[src/verilog/sac_regs.svh]
/*
  Constants of the converter control block: register offsets, field
  positions, reset values and timing counts.
  Assumes a 100 MHz system clock and byte addresses on a 32-bit APB.
*/
`ifndef SAC_REGS_SVH
`define SAC_REGS_SVH

// ------------------------------------------------------------------
// Clock and timing
// ------------------------------------------------------------------
`define SAC_CLK_PERIOD_NS 10
`define SAC_CONV_TIME_NS 273
`define SAC_CONV_CYCLES (`SAC_CONV_TIME_NS / `SAC_CLK_PERIOD_NS)
`define SAC_RESET_PHASE_NS 1000
`define SAC_RESET_PHASE_CYCLES (`SAC_RESET_PHASE_NS / `SAC_CLK_PERIOD_NS)
`define SAC_POWERDOWN_NS 100000
`define SAC_POWERDOWN_CYCLES (`SAC_POWERDOWN_NS / `SAC_CLK_PERIOD_NS)
`define SAC_INIT_CONVERSIONS 3'h4

// ------------------------------------------------------------------
// Codes
// ------------------------------------------------------------------
`define SAC_ABORT_CODE 14'h3F80

// ------------------------------------------------------------------
// Register map
// ------------------------------------------------------------------
`define SAC_REG_CTRL 8'h00
`define SAC_REG_STATUS 8'h04
`define SAC_REG_RESULT 8'h08
`define SAC_CTRL_CYCLES_W 5
`define SAC_CTRL_RESET 5'h1B
`define SAC_STAT_BUSY 0
`define SAC_STAT_SAMPLING 1
`define SAC_STAT_NAP 2
`define SAC_STAT_RESET 3
`define SAC_STAT_POWERDOWN 4
`define SAC_STAT_VALID 5
`define SAC_STAT_ABORT 6
`define SAC_STAT_INIT_LSB 8

`endif

[src/verilog/sac_pkg.sv]
/*
  Types shared by the converter control block.
  Assumes the constants header is compiled alongside it.
*/
package sac_pkg;

  // ----------------------------------------------------------------
  // Control states
  // ----------------------------------------------------------------
  typedef enum logic [2:0] {
    ST_IDLE,
    ST_SAMPLE,
    ST_CONVERT,
    ST_NAP,
    ST_RESET,
    ST_POWERDOWN
  } sac_state_t;

  // ----------------------------------------------------------------
  // Host-side pins, active-low ones as they appear on the pins
  // ----------------------------------------------------------------
  typedef struct packed {
    logic convertStrobeN; // Convert strobe.
    logic selectN;        // Device select.
    logic readN;          // Read strobe.
    logic byteFold;       // Byte-fold select.
    logic napRequestN;    // Nap request.
  } sac_pins_t;

  // ----------------------------------------------------------------
  // Data bus drive
  // ----------------------------------------------------------------
  typedef struct packed {
    logic [13:0] data; // Value driven on the bus.
    logic oe;          // High while the bus is driven.
  } sac_bus_t;

endpackage

[src/verilog/sac_control.sv]
/*
  Digital control of a 14-bit successive-approximation converter with
  a parallel result port, plus an APB slave for setup and status.
  Assumes host pins are asynchronous to the clock, the analog front end
  delivers its code in the clock domain, and the testbench resolves the
  three-state result bus from its enable.
*/
`timescale 1ns/1ps
`include "sac_regs.svh"

module sac_control #(
  parameter int RESET_PHASE_CYCLES = `SAC_RESET_PHASE_CYCLES,
  parameter int POWERDOWN_CYCLES = `SAC_POWERDOWN_CYCLES
) (
  input wire logic clock,
  input wire logic sys_rst,
  input wire sac_pkg::sac_pins_t hostPins,
  input wire logic sleep_reset_n,
  input wire logic [13:0] analogCode,
  output sac_pkg::sac_bus_t resultBus,
  output logic busy,
  output logic napActive,
  output logic poweredDown,
  input wire logic psel,
  input wire logic penable,
  input wire logic pwrite,
  input wire logic [7:0] paddr,
  input wire logic [31:0] pwdata,
  output logic [31:0] prdata,
  output logic pready,
  output logic pslverr
);
  import sac_pkg::*;

  // ----------------------------------------------------------------
  // State record
  // ----------------------------------------------------------------
  typedef struct packed {
    sac_state_t state;    // Control state.
    logic [4:0] convCnt;  // Cycles spent converting.
    logic [23:0] rstCnt;  // Cycles spent with powerdown/reset low.
    logic [13:0] held;    // Code captured at the end of sampling.
    logic [13:0] result;  // Output latch.
    logic busyTail;       // Busy kept one cycle past the internal end.
    logic [2:0] initCnt;  // Conversions completed since reset, held at four.
    logic abortSeen;      // Last conversion was aborted.
    sac_pins_t pinMeta;   // First synchroniser stage.
    sac_pins_t pinSync;   // Second synchroniser stage.
    sac_pins_t pinPrev;   // Synchronised pins, one cycle older.
    logic [4:0] convCycles; // Conversion length set by software.
    logic [31:0] rdData;  // Read data captured in the setup cycle.
    logic rdErr;          // Unmapped address seen in the setup cycle.
    sac_bus_t bus;        // Registered bus drive.
  } sac_core_t;

  sac_core_t cur;          // Registered state.
  sac_core_t next_cur;     // Next state.
  logic [1:0] pwdSync;     // Powerdown/reset synchroniser.
  logic pwdAsync;          // Asynchronous entry into reset.
  logic pwdActive;         // Powerdown/reset held, in clock domain.
  logic cvRise;            // Convert strobe went high.
  logic cvFall;            // Convert strobe went low.
  logic csFall;            // Device select went low.
  logic cvHigh;            // Convert strobe level.
  logic csLow;             // Device select level.
  logic startSample;       // A sampling start is requested.
  logic startConvert;      // A conversion start is requested.
  logic convEnd;           // Internal end of conversion.
  logic apbSetup;          // APB setup cycle.
  logic apbWrite;          // APB write takes effect this edge.
  logic [31:0] statusWord; // Status register contents.

  // ----------------------------------------------------------------
  // Helpers
  // ----------------------------------------------------------------
  // Keeps the conversion length within one cycle and the 273 ns bound.
  function automatic logic [4:0] clampCycles(input logic [31:0] v);
    logic [4:0] lim;
    lim = 5'(`SAC_CONV_CYCLES);
    if (v == 32'h0000_0000) begin
      return 5'h01;
    end
    if (v > 32'(lim)) begin
      return lim;
    end
    return v[4:0];
  endfunction

  // True for an address that holds a register.
  function automatic logic mapped(input logic [7:0] a);
    return (a == `SAC_REG_CTRL) || (a == `SAC_REG_STATUS) ||
      (a == `SAC_REG_RESULT);
  endfunction

  // ----------------------------------------------------------------
  // Powerdown/reset input
  // ----------------------------------------------------------------
  // The pin sets the synchroniser without a clock, so the falling edge
  // takes effect even while the clock is idle; release is synchronous
  // so that no flop leaves reset on a metastable level.
  assign pwdAsync = sys_rst | ~sleep_reset_n;

  // Two-stage synchroniser, preset by the asynchronous entry.
  always_ff @(posedge clock or posedge pwdAsync) begin
    if (pwdAsync) begin
      pwdSync <= 2'b11;
    end else begin
      pwdSync <= {pwdSync[0], 1'b0};
    end
  end

  assign pwdActive = pwdSync[1];

  // ----------------------------------------------------------------
  // Pin events
  // ----------------------------------------------------------------
  // Edges are taken between the second stage and its older copy only.
  assign cvHigh = cur.pinSync.convertStrobeN;
  assign csLow = ~cur.pinSync.selectN;
  assign cvRise = cur.pinSync.convertStrobeN & ~cur.pinPrev.convertStrobeN;
  assign cvFall = ~cur.pinSync.convertStrobeN & cur.pinPrev.convertStrobeN;
  assign csFall = ~cur.pinSync.selectN & cur.pinPrev.selectN;

  // Sampling starts on a strobe rise or a select fall, only while busy is low.
  assign startSample = ((cvRise & csLow) | (csFall & cvHigh)) & ~busy;
  // Conversion starts on a strobe fall or a select fall with strobe low.
  assign startConvert = (cvFall & csLow) | (csFall & ~cvHigh);
  // The internal conversion clock is the system clock; the length is
  // capped at the cycle count of 273 ns.
  assign convEnd = (cur.state == ST_CONVERT) &&
    (cur.convCnt == cur.convCycles - 5'h01);

  // ----------------------------------------------------------------
  // APB decode
  // ----------------------------------------------------------------
  assign apbSetup = psel & ~penable;
  assign apbWrite = psel & penable & pwrite & mapped(paddr);

  // Status word seen by software.
  always_comb begin
    statusWord = 32'h0000_0000;
    statusWord[`SAC_STAT_BUSY] = busy;
    statusWord[`SAC_STAT_SAMPLING] = (cur.state == ST_SAMPLE);
    statusWord[`SAC_STAT_NAP] = napActive;
    statusWord[`SAC_STAT_RESET] = (cur.state == ST_RESET);
    statusWord[`SAC_STAT_POWERDOWN] = poweredDown;
    statusWord[`SAC_STAT_VALID] = (cur.initCnt == `SAC_INIT_CONVERSIONS);
    statusWord[`SAC_STAT_ABORT] = cur.abortSeen;
    statusWord[`SAC_STAT_INIT_LSB +: 3] = cur.initCnt;
  end

  // ----------------------------------------------------------------
  // Next-state logic
  // ----------------------------------------------------------------
  always_comb begin
    next_cur = cur;
    // Pins pass two flops; the older copy feeds the edge detectors.
    next_cur.pinMeta = hostPins;
    next_cur.pinSync = cur.pinMeta;
    next_cur.pinPrev = cur.pinSync;
    next_cur.busyTail = 1'b0;

    // Software sets the conversion length.
    if (apbWrite && (paddr == `SAC_REG_CTRL)) begin
      next_cur.convCycles = clampCycles(pwdata);
    end

    // Read data and error are fixed in the setup cycle.
    if (apbSetup) begin
      next_cur.rdErr = ~mapped(paddr);
      unique case (paddr)
        `SAC_REG_CTRL: begin
          next_cur.rdData = {27'h0, cur.convCycles};
        end
        `SAC_REG_STATUS: begin
          next_cur.rdData = statusWord;
        end
        `SAC_REG_RESULT: begin
          next_cur.rdData = {18'h0, cur.result};
        end
        default: begin
          next_cur.rdData = 32'h0000_0000;
        end
      endcase
    end

    if (pwdActive) begin
      // Powerdown/reset low overrides every other state transition.
      unique case (cur.state)
        ST_RESET: begin
          if (cur.rstCnt >= 24'(RESET_PHASE_CYCLES - 1)) begin
            // Beyond the reset phase, keep counting toward powerdown.
            if (cur.rstCnt >= 24'(POWERDOWN_CYCLES - 1)) begin
              next_cur.state = ST_POWERDOWN;
            end else begin
              next_cur.rstCnt = cur.rstCnt + 24'h1;
            end
          end else begin
            next_cur.rstCnt = cur.rstCnt + 24'h1;
          end
        end
        ST_POWERDOWN: begin
          next_cur.state = ST_POWERDOWN;
        end
        default: begin
          // Entering reset aborts any conversion and shows the code.
          next_cur.state = ST_RESET;
          next_cur.rstCnt = 24'h0;
          next_cur.result = `SAC_ABORT_CODE;
          next_cur.initCnt = 3'h0;
          next_cur.abortSeen = 1'b0;
        end
      endcase
    end else begin
      unique case (cur.state)
        ST_RESET, ST_POWERDOWN: begin
          // Release returns to normal operation on the next edge.
          next_cur.state = ST_IDLE;
          next_cur.rstCnt = 24'h0;
        end
        ST_IDLE: begin
          if (startSample) begin
            next_cur.state = ST_SAMPLE;
          end else if (~cur.pinSync.napRequestN && ~busy) begin
            // Nap only once busy is low and nothing is sampling.
            next_cur.state = ST_NAP;
          end
        end
        ST_NAP: begin
          // A new sampling start leaves nap for sampling; raising the request
          // alone drops back to idle.
          if (startSample) begin
            next_cur.state = ST_SAMPLE;
          end else if (cur.pinSync.napRequestN) begin
            next_cur.state = ST_IDLE;
          end else begin
            next_cur.state = ST_NAP;
          end
        end
        ST_SAMPLE: begin
          if (startConvert) begin
            // Hold the input code; the front end may move on.
            next_cur.state = ST_CONVERT;
            next_cur.held = analogCode;
            next_cur.convCnt = 5'h00;
          end
        end
        ST_CONVERT: begin
          if (csFall && cvHigh) begin
            // Aborted conversions leave the abort code in the latch.
            next_cur.state = ST_IDLE;
            next_cur.result = `SAC_ABORT_CODE;
            next_cur.abortSeen = 1'b1;
          end else if (convEnd) begin
            // The latch takes the code as unsigned binary, unchanged.
            next_cur.result = cur.held;
            next_cur.abortSeen = 1'b0;
            next_cur.busyTail = 1'b1;
            if (cur.initCnt != `SAC_INIT_CONVERSIONS) begin
              next_cur.initCnt = cur.initCnt + 3'h1;
            end
            // Armed by strobe high and select low: sample at once,
            // while busy is still showing.
            if (csLow && cvHigh) begin
              next_cur.state = ST_SAMPLE;
            end else begin
              next_cur.state = ST_IDLE;
            end
          end else begin
            next_cur.convCnt = cur.convCnt + 5'h01;
          end
        end
      endcase
    end

    // Bus drive is registered; select and read both low enable it.
    next_cur.bus.oe = ~cur.pinSync.selectN & ~cur.pinSync.readN;
    if (cur.pinSync.byteFold) begin
      next_cur.bus.data = {cur.result[5:0], 8'h00};
    end else begin
      next_cur.bus.data = cur.result;
    end
  end

  // ----------------------------------------------------------------
  // State register
  // ----------------------------------------------------------------
  // Constants only under reset; pin levels enter by the clock.
  always_ff @(posedge clock or posedge sys_rst) begin
    if (sys_rst) begin
      cur <= '{
        state: ST_IDLE,
        convCnt: 5'h00,
        rstCnt: 24'h0,
        held: 14'h0,
        result: `SAC_ABORT_CODE,
        busyTail: 1'b0,
        initCnt: 3'h0,
        abortSeen: 1'b0,
        pinMeta: 5'h1F,
        pinSync: 5'h1F,
        pinPrev: 5'h1F,
        convCycles: `SAC_CTRL_RESET,
        rdData: 32'h0000_0000,
        rdErr: 1'b0,
        bus: '{data: 14'h0, oe: 1'b0}
      };
    end else begin
      cur <= next_cur;
    end
  end

  // ----------------------------------------------------------------
  // Outputs
  // ----------------------------------------------------------------
  // Busy spans the conversion and one cycle past its internal end, so
  // a back-to-back sampling start is visible before busy falls.
  assign busy = (cur.state == ST_CONVERT) | cur.busyTail;
  assign napActive = (cur.state == ST_NAP);
  assign poweredDown = (cur.state == ST_POWERDOWN);
  assign resultBus = cur.bus;
  // Zero-wait slave: every access completes in its first access cycle.
  assign pready = 1'b1;
  assign prdata = cur.rdData;
  assign pslverr = psel & penable & cur.rdErr;

endmodule

[config.mk]
export PLATFORM = sky130hd
export DESIGN_NAME = sac_control
export DESIGN_NICKNAME = d
export VERILOG_FILES = /design/src/verilog/sac_pkg.sv /design/src/verilog/sac_control.sv
export VERILOG_INCLUDE_DIRS = /design/src /design/src/verilog
export SDC_FILE = /design/constraint.sdc
export NUM_CORES = 1
export LEC_CHECK = 0
export ABC_AREA = 0
export BUFFER_PORTS_ARGS = -buffer_cell sky130_fd_sc_hd__buf_4
export CORE_MARGIN = 5
export CORE_UTILIZATION = 59
export CTS_CLUSTER_DIAMETER = 100
export DETAILED_ROUTE_END_ITERATION = 16
export PLACE_DENSITY = 0.87
export SETUP_SLACK_MARGIN = 0.02
export SYNTH_ARGS = -nofsm -noshare
export SYNTH_HDL_FRONTEND = slang
export SYNTH_SLANG_ARGS = --single-unit
[constraint.sdc]
create_clock -name clock -period 9.7 [get_ports clock]
set_input_delay 1.455 -clock clock [delete_from_list [all_inputs] [get_ports clock]]
set_output_delay 1.455 -clock clock [all_outputs]
set_load 0.01 [all_outputs]
==> impl_metrics.csv <==
group,metric,value,unit
yosys,synth-compound-area-share,13.5,%
die,die_x,107,um
placement,gp_congestion,0.895,
worst_setup_path,cp.required,8250,ps
yosys,synth_top_family_by_area,"simple AND/OR/NAND/NOR gates",
route,first_iter_violations,266,
worst_setup_path,crit_chain,"buf_4 -> and3_1 -> buf_4",
sta,finalHoldWorstSlack,355,ps
yosys,synth_seq_cells,114,
worst_setup_path,critPathTopFamily,"buffers and inverters",
route,first_pass_iters,4,
finish,nets,641,
placement,dp_worst_setup_slack,6370,ps
sta,maxSlewViolCount,0,
status,outcome,"finished clean",
pwr,powerDensity,195,nW/um^2
clock_network,cts.sinks,114,
yosys,ys.flop_type,"dfrtp_1",
die,core_area,9150,sq um
die,pin_count,117,
worst_setup_path,max_stage_delay,170,ps
route,vias_per_cell,6.04,
sta,rsz0062_at_grt,"false",
clock_network,post_cts_buffers,0,
die,start_util,60.2,%
yosys,syn_avg_cell_area,11.0,sq um
yosys,synthXorXnorAreaFrac,1.27,%
sta,fmax,300,MHz
global_route,grt_max_degree,73,
sta,setup_viol,0,
clock_network,insertion_delay,520,ps
clock_network,cts_root_buffer,"clkbuf_8",
finish,drive_gt1_share,32.5,%
worst_setup_path,crit_top_cell,"buf_4",
yosys,async_flop_share,100,%
yosys,synth.yosys.seq_area_share,52.4,%
global_route,grt_pass1_vias,4234,
finish,finish.instance_area,6630,sq um
worst_setup_path,endpoint_kind,"primary output",
clock_network,cts_max_level,4,
finish,insertedDiodeCount,0,
placement,dpl_cell_area,6010,sq um
global_route,grt_pass1_wl,21.3,mm
worst_setup_path,slowest_stage,"and3_1",
sta,slew-limit-headroom,34.4,%
finish,area_growth,20.3,%
yosys,synth.area.mux_share,5.59,%
yosys,syn-instance-count,501,
yosys,synthAdderAreaFrac,1.14,%
route,drc,0,
sta,hold_violations,0,
route,antenna_left,0,
sta,skew,8.58,ps
yosys,ys_types,61,
yosys,synth_edf_count,0,
worst_setup_path,rrSetupSlack,6530,ps
global_route,gr-total-overflow,0,
clock_network,clockBufferDepth,2,
clock_network,hold_buffers,0,
die,chipHeight,107,um
clock_network,clk_pin_slew,50,ps
min_path,hold_class,"register to register",
finish,fillers,589,
flow_run,drv_cap,0,
worst_setup_path,critPathBufInv,2,
sta,timing.final.crit_period,3330,ps
sta,setup_ws,6370,ps
placement,placed_cells,663,
placement,hpwl,8.94,mm
placement,port-buffer-count,97,
yosys,synth_warnings,0,
finish,final_cells,695,
clock_network,ctsResizeCount,0,
sta,finalSetupTns,0,ps
route,wirelength,12.8,mm
route,wire_per_inst,18.4,um
worst_setup_path,critPathArrivalTime,1880,ps
clock_network,cts_buffers,17,
global_route,track_usage,23.9,%
pwr,max-vdd-ir-drop,0.129,mV
clock_network,tritoncts,"done",
yosys,yosys.area_share.simple,17.0,%
pwr,p_leak,2.98,nW
yosys,netlist_area,5510,sq um
route,num_vias,4197,
die,dieArea,11400,sq um
global_route,antenna_found_initial,0,
sta,tightest_slew,985,ps
worst_setup_path,crit_fanout,3,
die,num_rows,35,
worst_setup_path,path_class,"primary input to primary output",
worst_setup_path,critical_path.startpoint_type,"primary input",
sta,period_share,34.4,%
power breakdown:
part,internal (mW),switching [mW],total [mW]
registers,0.509,0.0304,0.539
logic,0.0568,0.0589,0.116
clock network,0.423,0.216,0.639
kinds of logic after synthesis:
| family | count (synthesis) |
|---|---|
| DFF | 114 |
| muxes | 28 |
| and+or+nand+nor | 167 |
| adders and majority gates | 5 |
| xor gates and xnor gates | 8 |
| buffers and inverters | 79 |
| other | 2 |
| AOI/OAI and AO/OA | 98 |
placed cells by master, fill, tap and decap left out, types with 3 or more instances in the layout:
cell type,count
nor2_1,26
o32a_1,7
xnor2_1,6
o31ai_1,10
nand4_1,11
nand3_1,13
ha_1,5
and3_1,3
a2bb2oi_1,4
nor2b_1,18
a22oi_1,5
nor4_1,14
dfrtp_1,89
or2_2,3
dfstp_2,25
a32o_1,9
mux2i_1,6
a21oi_1,7
o21a_1,3
clkinv_2,3
o211ai_1,4
a22o_1,7
nand2_1,31
inv_1,12
or4_1,3
o21ai_0,21
clkbuf_16,16
conb_1,20
bufinv_16,4
and2_1,13
clkinvlp_4,3
nand2b_1,9
nor3_1,10
mux2_2,22
buf_4,98
path summary, 6_finish.rpt:
path,from,endpoint,cells past startpoint
setup / recovery,psel,pslverr,3
hold / removal,cur[63],cur[58],0
setup reg to reg,cur[48],cur[77],8
hold reg to reg,cur[63],cur[58],0
max in group asynchronous,sys_rst,prdata[12],3
min in group asynchronous,sys_rst,cur[120],2
synth_stat cells, drive strengths merged, types with 4 or more instances:
master	number	area, sq um
nand2	31	116
o31ai	10	75.1
clkbuf	14	52.6
ha	5	62.6
a2bb2oi	4	35.0
a21oi	7	35.0
nor4	16	130
a22o	8	71.3
a22oi	5	37.5
o32a	7	70.1
dfrtp	89	2230
mux2i	6	60.1
nand4	11	68.8
o21ai	23	115
nor2	26	97.6
mux2	22	248
o211ai	4	30.0
xnor2	6	52.6
and2	14	88.8
inv	13	48.8
nand3	13	65.1
nor3	10	50.1
nand2b	9	56.3
nor2b	18	113
dfstp	25	657
buf	51	388
or4	5	45.0
a32o	9	90.1
layer usage:
layer  up-vias  global-route usage (%)  share of wire [%]
li1       1903                       -                  -
met3        30                    7.89                9.7
met1      2036                    30.7                 40
met4         0                    9.95                2.7
met2       228                    37.4                 47
met5         -                       0                  0
registers in the layout, summed over array words and instances (netlist names):
name,flops
cvHigh,1
cur,82
resultBus,15
pwdSync,2
prdata,14
through the flow:
stage / util, % / power [mW]
after floorplan: - / 0.617
after global placement: 65.7 / 0.650
after detailed placement: 65.7 / 0.659
after CTS: 72.4 / 1.30
after global routing: 72.4 / 1.34
final: 72.4 / 1.29
cell type report:
cell class | count | area [sq um] | area share [%]
sequential | 114 | 2880 | 43.5
multi-input combinational | 326 | 2200 | 33.1
timing repair buffer | 98 | 736 | 11.1
clock buffer | 19 | 432 | 6.52
clock inverter | 13 | 184 | 2.78
tap | 111 | 139 | 2.10
inverter | 14 | 55.1 | 0.831
Note: power is estimated with default switching activity, not from simulation.
